**src/rtl/spg_params.svh**
```systemverilog
`ifndef SPG_PARAMS_SVH
`define SPG_PARAMS_SVH

// ----------------------------------------------------------------
// command opcodes
// ----------------------------------------------------------------
`define SPG_OP_WRITE_ENABLE 8'h06
`define SPG_OP_WRITE_DISABLE 8'h04
`define SPG_OP_STATUS_WRITE 8'h01
`define SPG_OP_PROT_READ 8'h3C

// ----------------------------------------------------------------
// status byte layout
// ----------------------------------------------------------------
`define SPG_LOCK_BIT 7
`define SPG_GLOB_HI 5
`define SPG_GLOB_LO 2
`define SPG_GLOB_ALL_SET 4'hF
`define SPG_GLOB_ALL_CLR 4'h0
`define SPG_STAT_RESET 8'h0C
// synchroniser reset: cs_n high, sck low, si low, wp_n high
`define SPG_SYNC_RESET 4'h9
// previous cs_n high, previous sck low: matches the idle pins
`define SPG_EDGE_RESET 2'h2

// ----------------------------------------------------------------
// sector map and framing
// ----------------------------------------------------------------
`define SPG_SEC_CNT 8
`define SPG_SEC_HI 18
`define SPG_SEC_LO 16
`define SPG_LAST_BIT 3'h7
`define SPG_BYTE_OPCODE 3'h0
`define SPG_BYTE_DATA 3'h1
`define SPG_BYTE_ADDR_LAST 3'h3
`define SPG_BYTE_SAT 3'h4
`define SPG_SWP_NONE 2'h0
`define SPG_SWP_SOME 2'h1
`define SPG_SWP_ALL 2'h3

`endif

```
**src/rtl/spg_pkg.sv**
```systemverilog
package spg_pkg;
   typedef logic [7:0] spg_byte_t;
   typedef logic [2:0] spg_cnt_t;
endpackage : spg_pkg

```
**src/rtl/spg_spi_if.sv**
```systemverilog
`timescale 1ns/100ps
interface spg_spi_if;
   logic sel;
   logic rise;
   logic fall;
   logic sdi;
   logic cs_end;
   logic wp_n;
   modport front (output sel, rise, fall, sdi, cs_end, wp_n);
   modport core (input sel, rise, fall, sdi, cs_end, wp_n);
endinterface : spg_spi_if

```
**src/rtl/spg_prot_ctrl.sv**
```systemverilog
// Overview of operation
// - all-ones bits 5..2 protect every sector
// - all-zeros bits 5..2 unprotect every sector
// - mixed bits 5..2 leave sectors alone
// - pin low, lock set: nothing changes
// - pin high, lock set: only unlock
// - unlocked 00h/7Fh: global op, lock stays
// - unlocked FFh: protect all and lock
// - 0Fh unlocks, F0h locks, sectors untouched
// - only bit 7 is stored
// - status bits 4..2 show pin and summary
// - then repeating FFh or 00h output
// - deselect ends read, output released
// - read data ignores write-protect pin
// - summary shows all, some or none
// - status write needs write latch set
// - reset leaves every sector protected
`timescale 1ns/100ps
`include "spg_params.svh"
module spg_prot_ctrl (
   input wire logic clk_i,
   input wire logic resetn_i,
   input wire logic cs_n_i,
   input wire logic sck_i,
   input wire logic si_i,
   input wire logic wp_n_i,
   output logic so_o,
   output logic so_oe_o,
   output logic [7:0] status_o,
   output logic [`SPG_SEC_CNT-1:0] sector_prot_o
);
   // ----------------------------------------------------------------
   // helpers
   // ----------------------------------------------------------------
   function automatic logic [1:0] swp_of(
      input logic [`SPG_SEC_CNT-1:0] s);
      if (&s) swp_of = `SPG_SWP_ALL;
      else if (|s) swp_of = `SPG_SWP_SOME;
      else swp_of = `SPG_SWP_NONE;
   endfunction : swp_of

   function automatic logic [3:0] glob_of(input spg_pkg::spg_byte_t d);
      glob_of = d[`SPG_GLOB_HI:`SPG_GLOB_LO];
   endfunction : glob_of

   spg_spi_if spi ();

   spg_spi_front u_front (
      .clk_i(clk_i),
      .resetn_i(resetn_i),
      .cs_n_i(cs_n_i),
      .sck_i(sck_i),
      .si_i(si_i),
      .wp_n_i(wp_n_i),
      .spi(spi)
   );

   // ----------------------------------------------------------------
   // state
   // ----------------------------------------------------------------
   spg_pkg::spg_cnt_t bit_cnt_r, bit_cnt_nxt;
   spg_pkg::spg_cnt_t byte_cnt_r, byte_cnt_nxt;
   spg_pkg::spg_byte_t shift_r, shift_nxt;
   spg_pkg::spg_byte_t opcode_r, opcode_nxt;
   spg_pkg::spg_byte_t data_r, data_nxt;
   logic [23:0] addr_r, addr_nxt;
   logic rd_act_r, rd_act_nxt;
   logic wel_r, wel_nxt;
   logic lock_r, lock_nxt;
   logic [`SPG_SEC_CNT-1:0] sect_r, sect_nxt;
   logic so_r, so_nxt;
   logic so_oe_r, so_oe_nxt;
   spg_pkg::spg_byte_t status_r, status_nxt;
   spg_pkg::spg_byte_t byte_in;
   logic wrsr_exec;
   logic [2:0] sec_idx;

   assign sec_idx = addr_r[`SPG_SEC_HI:`SPG_SEC_LO];

   always_comb begin
      bit_cnt_nxt = bit_cnt_r;
      byte_cnt_nxt = byte_cnt_r;
      shift_nxt = shift_r;
      opcode_nxt = opcode_r;
      data_nxt = data_r;
      addr_nxt = addr_r;
      rd_act_nxt = rd_act_r;
      wel_nxt = wel_r;
      lock_nxt = lock_r;
      sect_nxt = sect_r;
      so_nxt = so_r;
      so_oe_nxt = so_oe_r;
      wrsr_exec = 1'b0;
      byte_in = {shift_r[6:0], spi.sdi};
      if (spi.cs_end) begin
         bit_cnt_nxt = '0;
         byte_cnt_nxt = '0;
         rd_act_nxt = 1'b0;
         so_oe_nxt = 1'b0;
         // commands act only when deselected on a byte boundary
         if (bit_cnt_r == '0 && byte_cnt_r != '0) begin
            unique case (opcode_r)
               `SPG_OP_WRITE_ENABLE: wel_nxt = 1'b1;
               `SPG_OP_WRITE_DISABLE: wel_nxt = 1'b0;
               `SPG_OP_STATUS_WRITE: begin
                  // without the latch the write is dropped
                  wrsr_exec = wel_r && byte_cnt_r > `SPG_BYTE_DATA;
                  if (byte_cnt_r > `SPG_BYTE_DATA) wel_nxt = 1'b0;
               end
               default: ;
            endcase
         end
      end else if (spi.rise) begin
         shift_nxt = byte_in;
         bit_cnt_nxt = spg_pkg::spg_cnt_t'(bit_cnt_r + 3'h1);
         if (bit_cnt_r == `SPG_LAST_BIT) begin
            if (byte_cnt_r == `SPG_BYTE_OPCODE) opcode_nxt = byte_in;
            else if (byte_cnt_r <= `SPG_BYTE_ADDR_LAST)
               addr_nxt = {addr_r[15:0], byte_in};
            if (byte_cnt_r == `SPG_BYTE_DATA) data_nxt = byte_in;
            if (byte_cnt_r == `SPG_BYTE_ADDR_LAST &&
                opcode_r == `SPG_OP_PROT_READ) rd_act_nxt = 1'b1;
            if (byte_cnt_r != `SPG_BYTE_SAT)
               byte_cnt_nxt = spg_pkg::spg_cnt_t'(byte_cnt_r + 3'h1);
         end
      end
      // every bit of the repeating byte equals the sector bit,
      // so no bit position needs tracking
      if (spi.fall && rd_act_r && spi.sel) begin
         so_oe_nxt = 1'b1;
         so_nxt = sect_r[sec_idx];
      end
      if (wrsr_exec) begin
         if (!spi.wp_n && lock_r) begin
            lock_nxt = 1'b1;
         end else if (lock_r) begin
            // soft lock: global change needs a second write
            lock_nxt = data_r[`SPG_LOCK_BIT];
         end else begin
            lock_nxt = data_r[`SPG_LOCK_BIT];
            if (glob_of(data_r) == `SPG_GLOB_ALL_SET)
               sect_nxt = '1;
            else if (glob_of(data_r) == `SPG_GLOB_ALL_CLR)
               sect_nxt = '0;
         end
      end
      status_nxt = {lock_r, 2'b00, spi.wp_n, swp_of(sect_r),
                    wel_r, 1'b0};
   end

   always_ff @(posedge clk_i or negedge resetn_i) begin
      if (!resetn_i) begin
         bit_cnt_r <= '0;
         byte_cnt_r <= '0;
         shift_r <= '0;
         opcode_r <= '0;
         data_r <= '0;
         addr_r <= '0;
         rd_act_r <= 1'b0;
         wel_r <= 1'b0;
         lock_r <= 1'b0;
         sect_r <= '1;
         so_r <= 1'b0;
         so_oe_r <= 1'b0;
         status_r <= `SPG_STAT_RESET;
      end else begin
         bit_cnt_r <= bit_cnt_nxt;
         byte_cnt_r <= byte_cnt_nxt;
         shift_r <= shift_nxt;
         opcode_r <= opcode_nxt;
         data_r <= data_nxt;
         addr_r <= addr_nxt;
         rd_act_r <= rd_act_nxt;
         wel_r <= wel_nxt;
         lock_r <= lock_nxt;
         sect_r <= sect_nxt;
         so_r <= so_nxt;
         so_oe_r <= so_oe_nxt;
         status_r <= status_nxt;
      end
   end

   assign so_o = so_r;
   assign so_oe_o = so_oe_r;
   assign status_o = status_r;
   assign sector_prot_o = sect_r;
endmodule : spg_prot_ctrl

```
**src/rtl/spg_spi_front.sv**
```systemverilog
`timescale 1ns/100ps
`include "spg_params.svh"
module spg_spi_front (
   input wire logic clk_i,
   input wire logic resetn_i,
   input wire logic cs_n_i,
   input wire logic sck_i,
   input wire logic si_i,
   input wire logic wp_n_i,
   spg_spi_if.front spi
);
   // ----------------------------------------------------------------
   // two-stage synchronisers, then one more stage for edge finding
   // ----------------------------------------------------------------
   // bit order: 3 cs_n, 2 sck, 1 si, 0 wp_n
   logic [3:0] meta_r;
   logic [3:0] meta_nxt;
   logic [3:0] sync_r;
   logic [3:0] sync_nxt;
   logic [1:0] prev_r;
   logic [1:0] prev_nxt;

   always_comb begin
      meta_nxt = {cs_n_i, sck_i, si_i, wp_n_i};
      sync_nxt = meta_r;
      prev_nxt = sync_r[3:2];
   end

   always_ff @(posedge clk_i or negedge resetn_i) begin
      if (!resetn_i) begin
         // sck resets to its idle level so no false edge follows reset
         meta_r <= `SPG_SYNC_RESET;
         sync_r <= `SPG_SYNC_RESET;
         prev_r <= `SPG_EDGE_RESET;
      end else begin
         meta_r <= meta_nxt;
         sync_r <= sync_nxt;
         prev_r <= prev_nxt;
      end
   end

   // si and sck travel through matching stages, so si is taken
   // with the same sck edge the host launched it for
   assign spi.sel = !sync_r[3];
   assign spi.rise = !sync_r[3] && sync_r[2] && !prev_r[0];
   assign spi.fall = !sync_r[3] && !sync_r[2] && prev_r[0];
   assign spi.sdi = sync_r[1];
   assign spi.cs_end = sync_r[3] && !prev_r[1];
   assign spi.wp_n = sync_r[0];
endmodule : spg_spi_front

```
**config.mk**
```make
export PLATFORM = sky130hd
export DESIGN_NAME = spg_prot_ctrl
export DESIGN_NICKNAME = d
export VERILOG_FILES = /design/src/rtl/spg_pkg.sv /design/src/rtl/spg_spi_if.sv /design/src/rtl/spg_prot_ctrl.sv /design/src/rtl/spg_spi_front.sv
export VERILOG_INCLUDE_DIRS = /design/src /design/src/rtl
export SDC_FILE = /design/constraint.sdc
export NUM_CORES = 1
export LEC_CHECK = 0
export ABC_AREA = 1
export BUFFER_PORTS_ARGS = -buffer_cell sky130_fd_sc_hd__buf_4
export CAP_MARGIN = 20
export CELL_PAD_IN_SITES_DETAIL_PLACEMENT = 1
export CELL_PAD_IN_SITES_GLOBAL_PLACEMENT = 1
export CORE_ASPECT_RATIO = 1.2
export CORE_MARGIN = 2
export CORE_UTILIZATION = 34
export CTS_CLUSTER_SIZE = 8
export DETAILED_ROUTE_END_ITERATION = 8
export PLACE_DENSITY_LB_ADDON = 0.1
export SLEW_MARGIN = 40
export SYNTH_ARGS = -nofsm -noshare
export SYNTH_HDL_FRONTEND = slang
export SYNTH_SLANG_ARGS = --single-unit
```
**constraint.sdc**
```tcl
create_clock -name clk_i -period 1.6 [get_ports clk_i]
set_input_delay 0.4 -clock clk_i [delete_from_list [all_inputs] [get_ports clk_i]]
set_output_delay 0.4 -clock clk_i [all_outputs]
set_load 0.02 [all_outputs]
```
# [Yosys cells after proc, flatten, opt, wreduce, memory -nomap -nowiden]
# Cells that the tools add are included.
[word_totals] regBits=76 elab_cells=96
[op_classes] add_sub_neg=2 order_cmp=3 n_eq_ne=10 mux=24 bitwise_logic=4 reduce_logical=37
[ops] op="3-bit two-way mux" n=6
[ops] op="8-bit by 3-bit equality test with 1-bit output, second input constant" n=2
[ops] op="8-bit two-way mux" n=2
[ops] op="4-bit AND reduction" n=4
[ops] op="1-bit two-way mux" n=13
[ops] op="2-bit nonzero test" n=6
[ops] op="1-bit logical AND" n=11
[ops] op="8-bit by 1-bit equality test with 1-bit output, second input constant" n=1
[ops] op="8-bit by 6-bit equality test with 1-bit output, second input constant" n=1
[ops] op="8-bit AND reduction" n=1
[ops] op="8-bit OR reduction" n=1
[ops] op="3-bit by 1-bit adder with 3-bit output, second input constant" n=2
[ops] op="3-bit zero test" n=2
[ops] op="3-bit AND reduction" n=2
[ops] op="3-bit nonzero test" n=2
[ops] op="1-bit zero test" n=5
[ops] op="5-bit AND reduction" n=1
[ops] op="4-bit equality test, second input constant" n=1
[ops] op="4-bit zero test" n=1
[ops] op="3-bit by 4-bit < comparator with 1-bit output, second input constant" n=1
[ops] op="1-bit NOT" n=4
[ops] op="1-bit binary-select mux with 3-bit select" n=1
[ops] op="3-bit by 1-bit equality test with 1-bit output, second input constant" n=1
[ops] op="3-bit by 2-bit equality test with 1-bit output, second input constant" n=1
[ops] op="8 further kinds" n=8

# [Longest topological paths before layout]
# Gate-level depths: netlist of the first run.
[depth] ltp_word=6 depth_mapped=10 mapped_depth_nobuf=10

# [Modules after synthesis]
# From an unflattened synthesis of the first run, not the netlist that was laid out.
[unflattened] cells_unflattened=225 area_unflattened_um2=2074.5
[modules_own_cells] mod="spg_prot_ctrl" n_inst=1 cells_per_inst=209 area_per_inst_um2=1795.5 seq_area_each_um2=903.4
[modules_own_cells] mod="spg_spi_front" n_inst=1 cells_per_inst=16 area_per_inst_um2=279.0 seq_area_each_um2=256.5

# [Least setup slack after synthesis of the first run]
# Ideal clock, no wire load.
[synth_timing] kind="register -> register" startpoint="register byte_cnt_r[0]" endpoint="register lock_r" setup_ns=0.117 arrival_time_ns=1.199 required_time_ns=1.483 path_slack_ns=0.284 stages_incl_launch_ff=9 synth_period_minus_slack_ns=1.316 path_cell_list="dfrtp_1 > inv_1 > ha_1 > nand2_4 > nand3_1 > nor2_2 > nand3_1 > nand2_1 > nand2_1"
[synth_via] elab_chain_cells=5 word_cells_on_any_way=7 classes_between="order compare (1); mux (3); reduce/logical (3)"
[synth_lines] element="from (decl)" line="spg_prot_ctrl.sv:62" rtl="spg_pkg::spg_cnt_t byte_cnt_r, byte_cnt_nxt;"
[synth_lines] element="from (signal assigned)" line="spg_prot_ctrl.sv:168" rtl="byte_cnt_r <= byte_cnt_nxt;"
[synth_lines] element="3-bit by 1-bit greater-than comparator with 1-bit output (no source line)"
[synth_lines] element="1-bit logical AND (no source line)"
[synth_lines] element="1-bit two-way mux" line="spg_prot_ctrl.sv:102" rtl="unique case (opcode_r)"
[synth_lines] element="1-bit two-way mux *" line="spg_prot_ctrl.sv:101" rtl="if (bit_cnt_r == '0 && byte_cnt_r != '0) begin"
[synth_lines] element="1-bit two-way mux *" line="spg_prot_ctrl.sv:95" rtl="if (spi.cs_end) begin"
[synth_lines] element="to (signal assigned)" line="spg_prot_ctrl.sv:175" rtl="lock_r <= lock_nxt;"
[synth_lines] element="to (decl)" line="spg_prot_ctrl.sv:69" rtl="logic lock_r, lock_nxt;"
# Mark *: on every way between the ends. The rest lies on a longest branch, timed or not.
# A chain may end at the register's enable or synchronous reset.

==> results of run 1 <==
-- cells in the final DEF (no fill, tap or decap), types with 7 or more instances in the layout --
cell                      netlist  routed
sky130_fd_sc_hd__buf_4         11      23
sky130_fd_sc_hd__dfrtp_1       39      39
sky130_fd_sc_hd__dfstp_2        7       7
sky130_fd_sc_hd__ha_1           7       7
sky130_fd_sc_hd__inv_1         32      32
sky130_fd_sc_hd__nand2_1       49      49
sky130_fd_sc_hd__nand3_1        8       8
sky130_fd_sc_hd__nor2_1        20      20
sky130_fd_sc_hd__o21ai_0       24      24
-- sequential cells by signal, summed over array words and instances (netlist names) --
signal          cells
bit_cnt_r           3
so_o                1
wel_r               1
u_front.prev_r      2
u_front.sync_r      4
shift_r             7
so_oe_o             1
lock_r              1
rd_act_r            1
sector_prot_o       1
status_o            4
data_r              5
u_front.meta_r      4
byte_cnt_r          3
opcode_r            8
-- power by group --
part | total, mW | internal, mW | switching [mW]
Combinational | 0.186 | 0.0626 | 0.123
Sequential | 1.30 | 1.24 | 0.0545
Clock | 0.688 | 0.311 | 0.377
Total | 2.17 | 1.62 | 0.555
-- layer usage --
metal | wire length (um) | up-vias
met5 | 0 | -
met4 | 91 | 0
met3 | 147 | 8
met2 | 2019 | 29
met1 | 1854 | 703
li1 | - | 714
-- per-stage QoR --
step                power [mW]  area, sq um
finish                   2.170         2336
detailed placement       1.512         2241
CTS                      2.200         2321
global route             2.289         2336
global placement         1.510         2241
floorplan                1.429         2078
-- kinds of logic (layout without fill, tap and decap cells) --
family | after synthesis | in the layout | synth area share
compound gates | 30 | 30 | 0.07432
fa+ha+maj | 7 | 7 | 0.04229
buf+inv | 47 | 65 | 0.1100
flops | 46 | 46 | 0.5601
mux | 1 | 1 | 0.005438
other cells | 1 | 3 | 0.001811
simple gates | 91 | 91 | 0.2060
-- final timing paths --
| kind | start | end | slack [ns] |
|---|---|---|---|
| hold reg to reg | u_front.meta_r[1]$_DFF_PN0_ | u_front.sync_r[1]$_DFF_PN0_ | 0.36 |
| max in group asynchronous | resetn_i | so_o$_DFFE_PN0P_ | 1.09 |
| setup reg to reg | byte_cnt_r[0]$_DFFE_PN0P_ | lock_r$_DFFE_PN0P_ | 0.12 |
| min in group clk_i | cs_n_i | u_front.meta_r[3]$_DFF_PN1_ | 0.20 |
| setup / recovery | sector_prot_o[6]$_DFFE_PN1P_ | sector_prot_o[3] | 0.11 |
| hold / removal | resetn_i | u_front.meta_r[1]$_DFF_PN0_ | 0.09 |
-- layout make-up --
type	instances	share of cell area
Sequential cell	46	0.4965
Multi-Input combinational cell	132	0.2957
Timing Repair Buffer	23	0.07392
Inverter	34	0.05570
Tap cell	82	0.04392
Clock buffer	8	0.03428
-- what timing repair did --
action,4_1_cts,5_1_grt
hold buffers,0,0
setup buffers,0,2
setup endpoints to repair,0,2
==> results.py, run 1 <==
metrics = {
    "placed_design": {
        "preCtsSetupSlack_ns": 0.1054,
        "placer_congestion": 0.7847,
        "placed_cells_incl_taps": 315,
        "port-buffer-count": 20,
        "hpwl_um": 2986,
    },
    "clocking": {
        "clock_tree_from_tritoncts": "built",
        "cts-buffers-inserted": 5,
        "clock-root-buffer": "sky130_fd_sc_hd__clkbuf_8",
        "cts_htree_levels": 2,
        "cts.clk_slew.worst_paths_ns": 0.08,
        "clkSinkCount": 46,
        "number_of_buffers_on_the_longest_clock_path": 2,
        "cts_repair_resize_count": 0,
        "clk_latency_ns": 0.30,
    },
    "synthesis": {
        "yosys.cell_types.count": 23,
        "dominantRegCellSynth": "sky130_fd_sc_hd__dfrtp_1",
        "dominant_cell_type_by_area_after_synthesis": "sky130_fd_sc_hd__dfrtp_1",
        "synth_area_sq_um": 2071,
        "synth-seq-cells": 46,
        "yosys-top-cells-area": "sky130_fd_sc_hd__dfrtp_1 47%, sky130_fd_sc_hd__dfstp_2 8.9%, sky130_fd_sc_hd__nand2_1 8.9%",
        "synth-edff-count": 0,
        "synthMostInstantiatedCell": "sky130_fd_sc_hd__nand2_1",
        "synth_top_area_frac": 0.4713,
        "syn_inst": 223,
        "synth.avg_cell_area_sq_um": 9.286,
        "ys_top_cells_by_count": "49 x sky130_fd_sc_hd__nand2_1, 39 x sky130_fd_sc_hd__dfrtp_1, 32 x sky130_fd_sc_hd__inv_1",
        "synthArstFlopShare": 1.000,
        "synthesis.yosys.warnings": 0,
        "yosysSeqAreaShare": 0.5601,
    },
    "route": {
        "detailroute.via_count": 1454,
        "wire_per_inst_um": 12.66,
        "first_iter_violations": 28,
        "drc": 0,
        "antenna_violating_nets_post_route": 0,
        "detailedRoute.firstPassIterationCount": 4,
        "post_drt_via_cell_ratio": 4.474,
        "drt_wl_total_um": 4113,
    },
    "layout": {
        "syn2layout_area_growth_pct": 12.81,
        "layout.filler_cells": 732,
        "multi_input_area_sq_um": 690.7,
        "antenna_cells": 0,
        "stdcell_count": 325,
        "post_route_cells_drive_above_1_share": 0.1934,
        "design.final.nets": 255,
        "seq_area_sq_um": 1160,
        "layout.core_utilization": 0.3911,
    },
    "floorplanning": {
        "boundary_pins": 24,
        "initial_core_util": 0.3467,
        "floorplan.die.height_um": 89.49,
        "count_of_standard_cell_rows": 31,
        "floorplan.die.width_um": 75.24,
        "core_sq_um": 5973,
        "design.die.area_sq_um": 6733,
    },
    "timing": {
        "layout_min_cycle_time_ns": 1.492,
        "worst_clock_skew_ns": 0.01090,
        "max_slew.worst_pin.slew_ns": 0.5898,
        "highest_clock_rate_mhz": 670.2,
        "hold_violations": 0,
        "timing.final.ws_setup_ns": 0.1079,
        "min_period_over_period": 0.9326,
        "final-setup-viol-count": 0,
        "drv_slew": 0,
        "max_slew_margin": 0.6068,
        "timing.setup.tns_ns": 0,
        "hold_slack_ns": 0.09193,
    },
    "critical_path": {
        "launching_element_type_of_the_critical_path": "flip-flop",
        "critical-path-slowest-cell": "sky130_fd_sc_hd__dfstp_2",
        "timing.critical_path.depth": 1,
        "end_kind": "primary output",
        "timing.critical_path.fanout_max": 11,
        "worstPathBufferInverterCount": 1,
        "critPathMaxStageDelay_ns": 0.63,
        "worst-setup-path-type": "flip-flop to primary output",
        "ff2ff_path_depth": 8,
        "timing.critical_path.max_delay_family": "flip-flops",
        "crit_path_cell_trace": "buf_4",
        "cp_data_required_time_ns": 1.20,
        "arrival_ns": 1.09,
    },
    "outcome": {
        "outcome": "completed",
    },
    "run": {
        "max_cap_viol_count": 0,
    },
    "hold_path": {
        "hold_path.class": "primary input to async pin",
    },
    "global_routing": {
        "global_route.overflow_total": 0,
        "grtUsageMet3": 0.03382,
        "globalRoute.busiestLayer": "met2",
        "grt_max_degree": 47,
        "number_of_global_route_vias_before_repair": 1481,
        "grt_antenna_before_repair": 0,
        "grt_util_met1": 0.1758,
        "grt_util_met2": 0.2321,
        "wire_length_of_the_first_global_routing_pass_um": 7044,
        "grt.total_usage": 0.1416,
    },
    "power_and_ir_drop": {
        "leakage_nw": 1.198,
        "vdd.ir_drop.worst_mv": 0.3756,
        "power_density_nw_per_um2": 928.8,
    },
}
Note: power is estimated with default switching activity, not from simulation.
==> run 2, diff against run 1 <==
- REMOVE_ABC_BUFFERS: default -> 1
- SETUP_SLACK_MARGIN: default -> 0.5
==> run 2 against run 1 <==
Count of clock-buffer cells in the layout fell by 1. Register-to-register slack improved by 0.06 ns. Worst hold slack improved by 0.0063 ns. Cell area rose by 29%. Utilization rose by 11 points. Critical path type unchanged. Die area did not move. Worst setup slack got worse by 0.021 ns. Flip-flop and latch count did not move. Global-route usage rose by 1.9 points. Sequential power barely moved. Critical endpoint is now sector_prot_o[1].
==> results.py, run 2 (synthesis results as in run 1) <==
metrics = {
    "global_routing": {
        "grt_max_degree": 47,
        "grtUsageMet3": 0.03495,
        "grt_antenna_before_repair": 0,
        "globalRoute.busiestLayer": "met2",
        "grt_util_met1": 0.2026,
        "wire_length_of_the_first_global_routing_pass_um": 7845,
        "number_of_global_route_vias_before_repair": 1608,
        "grt_util_met2": 0.2624,
        "global_route.overflow_total": 0,
        "grt.total_usage": 0.1602,
    },
    "route": {
        "wire_per_inst_um": 14.74,
        "drc": 0,
        "detailedRoute.firstPassIterationCount": 4,
        "detailroute.via_count": 1586,
        "first_iter_violations": 25,
        "post_drt_via_cell_ratio": 4.468,
        "drt_wl_total_um": 5231,
        "antenna_violating_nets_post_route": 0,
    },
    "floorplanning": {
        "design.die.area_sq_um": 6733,
        "floorplan.die.width_um": 75.24,
        "boundary_pins": 24,
        "initial_core_util": 0.3467,
        "floorplan.die.height_um": 89.49,
        "core_sq_um": 5973,
        "count_of_standard_cell_rows": 31,
    },
    "layout": {
        "largestRegisters": "opcode_r x8, shift_r x7, data_r x5",
        "stdcell_count": 355,
        "final_cell_mix": "37 x sky130_fd_sc_hd__dfrtp_1, 34 x sky130_fd_sc_hd__nand2_1, 25 x sky130_fd_sc_hd__buf_6",
        "number_of_flip_flops_under_the_largest_register_name": 8,
        "mostFrequentLayoutCell": "sky130_fd_sc_hd__dfrtp_1",
        "post_route_cells_drive_above_1_share": 0.4945,
        "syn2layout_area_growth_pct": 45.92,
        "layout.filler_cells": 685,
        "finalInstanceArea_sq_um": 3022,
        "largest_register": "opcode_r",
        "antenna_cells": 0,
        "design.final.nets": 285,
    },
    "timing": {
        "timing.final.ws_setup_ns": 0.08667,
        "final-setup-viol-count": 0,
        "hold_violations": 0,
        "rsz_0062_raised_after_global_routing": "yes",
        "highest_clock_rate_mhz": 660.8,
        "worst_clock_skew_ns": 0.005418,
        "min_period_over_period": 0.9458,
        "max_slew_margin": 0.6068,
        "drv_slew": 0,
        "max_slew.worst_pin.slew_ns": 0.5898,
        "timing.setup.tns_ns": 0,
        "layout_min_cycle_time_ns": 1.513,
    },
    "power_and_ir_drop": {
        "vdd.ir_drop.worst_mv": 0.4093,
        "leakage_nw": 1.431,
        "design_power_total_mw": 2.454,
        "power_density_nw_per_um2": 812.3,
    },
    "placed_design": {
        "post_dp_cell_area_sq_um": 2241,
        "hpwl_um": 2864,
        "placed_cells_incl_taps": 315,
        "placer_congestion": 0.7125,
        "preCtsSetupSlack_ns": 0.1002,
        "port-buffer-count": 20,
    },
    "clocking": {
        "clk_latency_ns": 0.30,
        "cts_htree_levels": 2,
        "cts-buffers-inserted": 5,
        "number_of_buffers_on_the_longest_clock_path": 2,
        "cts_hold_buf": 0,
        "clock-root-buffer": "sky130_fd_sc_hd__clkbuf_8",
        "clkSinkCount": 46,
        "cts.clk_slew.worst_paths_ns": 0.08,
        "clock_tree_from_tritoncts": "built",
    },
    "critical_path": {
        "timing.critical_path.fanout_max": 4,
        "end_kind": "primary output",
        "r2r_slack_ns": 0.18,
        "ff2ff_path_depth": 6,
        "worst-setup-path-type": "flip-flop to primary output",
        "arrival_ns": 1.11,
        "cp_data_required_time_ns": 1.20,
        "launching_element_type_of_the_critical_path": "flip-flop",
    },
    "run": {
        "max_cap_viol_count": 0,
    },
    "outcome": {
        "outcome": "completed",
    },
    "hold_path": {
        "hold_path.class": "primary input to async pin",
    },
}
-- run 2: changes by cell type in the layout (fill, tap and decap cells not counted), sizes merged --
cell / previous run / this run
buf: 23 / 50
clkinvlp: 0 / 1
nand2: 53 / 54
nor2: 24 / 25
-- run 2: worst max-delay path: stages, from the launching register on --
cell and delay, ns:
sky130_fd_sc_hd__dfstp_2 0.55, sky130_fd_sc_hd__buf_4 0.14, sky130_fd_sc_hd__buf_6 0.12
-- run 2: worst paths after layout --
kind                                                    from                           to
worst max-delay path            sector_prot_o[6]$_DFFE_PN1P_             sector_prot_o[1]
worst min-delay path                                resetn_i            wel_r$_DFFE_PN0P_
worst max register to register   u_front.sync_r[3]$_DFF_PN1_    byte_cnt_r[1]$_DFFE_PN0P_
worst min register to register   u_front.meta_r[2]$_DFF_PN0_  u_front.sync_r[2]$_DFF_PN0_
max in group asynchronous                           resetn_i  u_front.sync_r[2]$_DFF_PN0_
min in group clk_i                                    wp_n_i  u_front.meta_r[0]$_DFF_PN1_
-- run 2: area by class of cell --
class | instances | area [sq um] | share of cell area
Sequential cell | 46 | 1162 | 0.3847
Multi-Input combinational cell | 134 | 991.0 | 0.3279
Timing Repair Buffer | 51 | 526.8 | 0.1743
Inverter | 34 | 143.9 | 0.04762
Tap cell | 82 | 102.6 | 0.03395
Clock buffer | 7 | 86.33 | 0.02857
Clock inverter | 1 | 8.758 | 0.002899
-- run 2: metal layers --
layer / vias to the layer above / wire length [um]
met5: - / 0
met4: 0 / 128
met3: 11 / 112
met2: 17 / 2810
met1: 780 / 2181
li1: 778 / -
-- run 2: what timing repair did --
item                       CTS  global route
setup endpoints to repair   41            47
cloned                       2             1
pin swaps                   29            30
buffers inserted            21             8
gates resized for setup     76            58
-- run 2: where the power goes --
group	leakage [nW]	total, mW	switching [mW]	internal [mW]
registers	0.594	1.31	0.0733	1.24
logic	0.789	0.378	0.204	0.174
clock network	0.0489	0.761	0.404	0.358
total	1.43	2.45	0.682	1.77
-- run 2: metrics by stage --
stage / utilization / hold WS, ns
floorplan: - / 0.1044
global placement: 0.3752 / 0.3329
detailed placement: 0.3752 / 0.3363
CTS: 0.4640 / 0.1206
global route: 0.5059 / 0.1353
finish: 0.5059 / 0.09825
==> run 3, diff against run 2 <==
- GPL_ROUTABILITY_DRIVEN: default -> 0
- SETUP_SLACK_MARGIN: 0.5 -> 0.02
==> run 3 against run 2 <==
Worst setup slack better by 0.0097 ns. Clock power down 2%. Die area stayed put. Critical path type unchanged. Critical endpoint is now sector_prot_o[4]. Via count shrank 12%. Sequential power about the same. Critical path depth down 1. Maximum frequency rose by 0.64%.
==> results.py, run 3 (synthesis results as in run 1) <==
metrics = {
    "critical_path": {
        "end_kind": "primary output",
        "r2r_slack_ns": 0.18,
        "crit_path_cell_trace": "buf_4",
        "worst-setup-path-type": "flip-flop to primary output",
        "timing.critical_path.depth": 1,
        "timing.critical_path.fanout_max": 11,
        "critical-path-slowest-cell": "sky130_fd_sc_hd__dfstp_2",
        "launching_element_type_of_the_critical_path": "flip-flop",
        "critPathMaxStageDelay_ns": 0.64,
        "arrival_ns": 1.10,
        "cp_data_required_time_ns": 1.20,
        "timing.critical_path.max_delay_family": "flip-flops",
        "worstPathBufferInverterCount": 1,
        "ff2ff_path_depth": 8,
    },
    "power_and_ir_drop": {
        "leakage_nw": 1.221,
        "p_sw_uw": 561.8,
        "swShare": 0.2514,
        "p_clk_frac": 0.334,
        "design_internal_power_mw": 1.673,
        "power_density_nw_per_um2": 945.4,
        "vdd.ir_drop.worst_mv": 0.3966,
        "flop_pwr_share": 0.580,
        "combinationalPowerShare": 0.087,
    },
    "layout": {
        "number_of_flip_flops_under_the_largest_register_name": 8,
        "largest_register": "opcode_r",
        "final_cell_mix": "49 x sky130_fd_sc_hd__nand2_1, 39 x sky130_fd_sc_hd__dfrtp_1, 32 x sky130_fd_sc_hd__inv_1",
        "layout.filler_cells": 728,
        "layout.core_utilization": 0.3957,
        "post_route_cells_drive_above_1_share": 0.2058,
        "mostFrequentLayoutCell": "sky130_fd_sc_hd__nand2_1",
        "largestRegisters": "opcode_r x8, shift_r x7, data_r x5",
        "antenna_cells": 0,
        "syn2layout_area_growth_pct": 14.14,
        "design.final.nets": 255,
    },
    "global_routing": {
        "grt_max_degree": 47,
        "number_of_global_route_vias_before_repair": 1445,
        "grt.total_usage": 0.1335,
        "grt_antenna_before_repair": 0,
        "global_route.overflow_total": 0,
        "wire_length_of_the_first_global_routing_pass_um": 6637,
    },
    "clocking": {
        "cts.clk_slew.worst_paths_ns": 0.09,
        "cts_hold_buf": 0,
        "cts-buffers-inserted": 5,
        "clkSinkCount": 46,
        "clock_tree_from_tritoncts": "built",
        "cts_htree_levels": 2,
        "number_of_buffers_on_the_longest_clock_path": 2,
        "clock-root-buffer": "sky130_fd_sc_hd__clkbuf_8",
        "clk_latency_ns": 0.30,
    },
    "floorplanning": {
        "floorplan.die.height_um": 89.49,
        "floorplan.die.width_um": 75.24,
        "core_sq_um": 5973,
        "design.die.area_sq_um": 6733,
        "initial_core_util": 0.3467,
        "count_of_standard_cell_rows": 31,
        "boundary_pins": 24,
    },
    "timing": {
        "min_period_over_period": 0.9398,
        "rsz_0062_raised_after_global_routing": "no",
        "final-setup-viol-count": 0,
        "layout_min_cycle_time_ns": 1.504,
        "drv_slew": 0,
        "max_slew_margin": 0.6155,
        "hold_violations": 0,
        "highest_clock_rate_mhz": 665.1,
        "worst_clock_skew_ns": 0.007120,
        "timing.setup.tns_ns": 0,
        "max_slew.worst_pin.slew_ns": 0.5767,
    },
    "outcome": {
        "outcome": "completed",
    },
    "route": {
        "detailroute.via_count": 1396,
        "drc": 0,
        "drt_wl_total_um": 3855,
        "post_drt_via_cell_ratio": 4.295,
        "wire_per_inst_um": 11.86,
        "detailedRoute.firstPassIterationCount": 4,
        "first_iter_violations": 48,
        "antenna_violating_nets_post_route": 0,
    },
    "run": {
        "max_cap_viol_count": 0,
    },
    "placed_design": {
        "hpwl_um": 2864,
        "port-buffer-count": 20,
    },
    "hold_path": {
        "hold_path.class": "primary input to async pin",
    },
}
[run 3: changes by cell type in the layout (fill, tap and decap cells not counted), sizes merged]
cell | previous run | this run
clkinvlp | 1 | 0
buf | 50 | 23
nand2 | 54 | 53
inv | 34 | 35
clkbuf | 8 | 7
nor2 | 25 | 24
[run 3: layout make-up]
| type | count | area (sq um) | share of cell area |
|---|---|---|---|
| clock buffers | 7 | 86.33 | 0.03653 |
| clock inverters | 1 | 8.758 | 0.003706 |
| inverters | 34 | 130.1 | 0.05506 |
| multi-input cells | 132 | 703.2 | 0.2975 |
| flip-flops and latches | 46 | 1160 | 0.4907 |
| well taps | 82 | 102.6 | 0.04341 |
| repair buffers | 23 | 172.7 | 0.07305 |
[run 3: worst register-to-register path, delay by kind of cell, from the launching register on]
family                     cells  cell delay (ns)
and+or+nand+nor                6             0.63
adders and majority gates      1             0.22
buffers and inverters          1             0.10
DFF                            1             0.37
[run 3: repair_timing]
action                                  CTS  global route
resized for setup                         0             4
endpoints found under the setup margin    0             5
endpoints found under the hold margin     0             0
buffers inserted                          0             2
[run 3: routing by layer]
layer | track usage | vias to the layer above | wire (um)
met5 | 0 | - | 0
met4 | 0.05742 | 0 | 76
met3 | 0.03382 | 6 | 85
met2 | 0.2193 | 9 | 1926
met1 | 0.1656 | 666 | 1767
li1 | - | 715 | -
[run 3: power groups by stage]
stage / sequential [mW] / clock [mW] / combinational (mW)
after floorplan: 1.31 / 0 / 0.117
after global placement: 1.32 / 0 / 0.183
after detailed placement: 1.32 / 0 / 0.187
after CTS: 1.30 / 0.795 / 0.187
after global routing: 1.31 / 0.832 / 0.241
final: 1.30 / 0.746 / 0.194
[run 3: per-stage QoR]
stage	instance area (sq um)	hold slack, ns	power (mW)	worst slack (ns)	instances
6_report	2364	0.1037	2.234	0.09637	325
5_1_grt	2364	0.1325	2.382	0.02255	325
4_1_cts	2336	0.1206	2.279	0.07074	323
3_5_place_dp	2241	0.3363	1.506	0.1002	315
3_3_place_gp	2241	0.3329	1.499	0.1290	315
2_1_floorplan	1981	0.1044	1.422	0.1546	212
[run 3: final timing paths]
kind                                         startpoint                           end
max reg2reg                   byte_cnt_r[0]$_DFFE_PN0P_            lock_r$_DFFE_PN0P_
min reg2reg                 u_front.meta_r[2]$_DFF_PN0_   u_front.sync_r[2]$_DFF_PN0_
max                        sector_prot_o[6]$_DFFE_PN1P_              sector_prot_o[4]
min in group clk_i                               wp_n_i   u_front.meta_r[0]$_DFF_PN1_
max in group asynchronous                      resetn_i  sector_prot_o[6]$_DFFE_PN1P_
min                                            resetn_i         data_r[5]$_DFFE_PN0P_
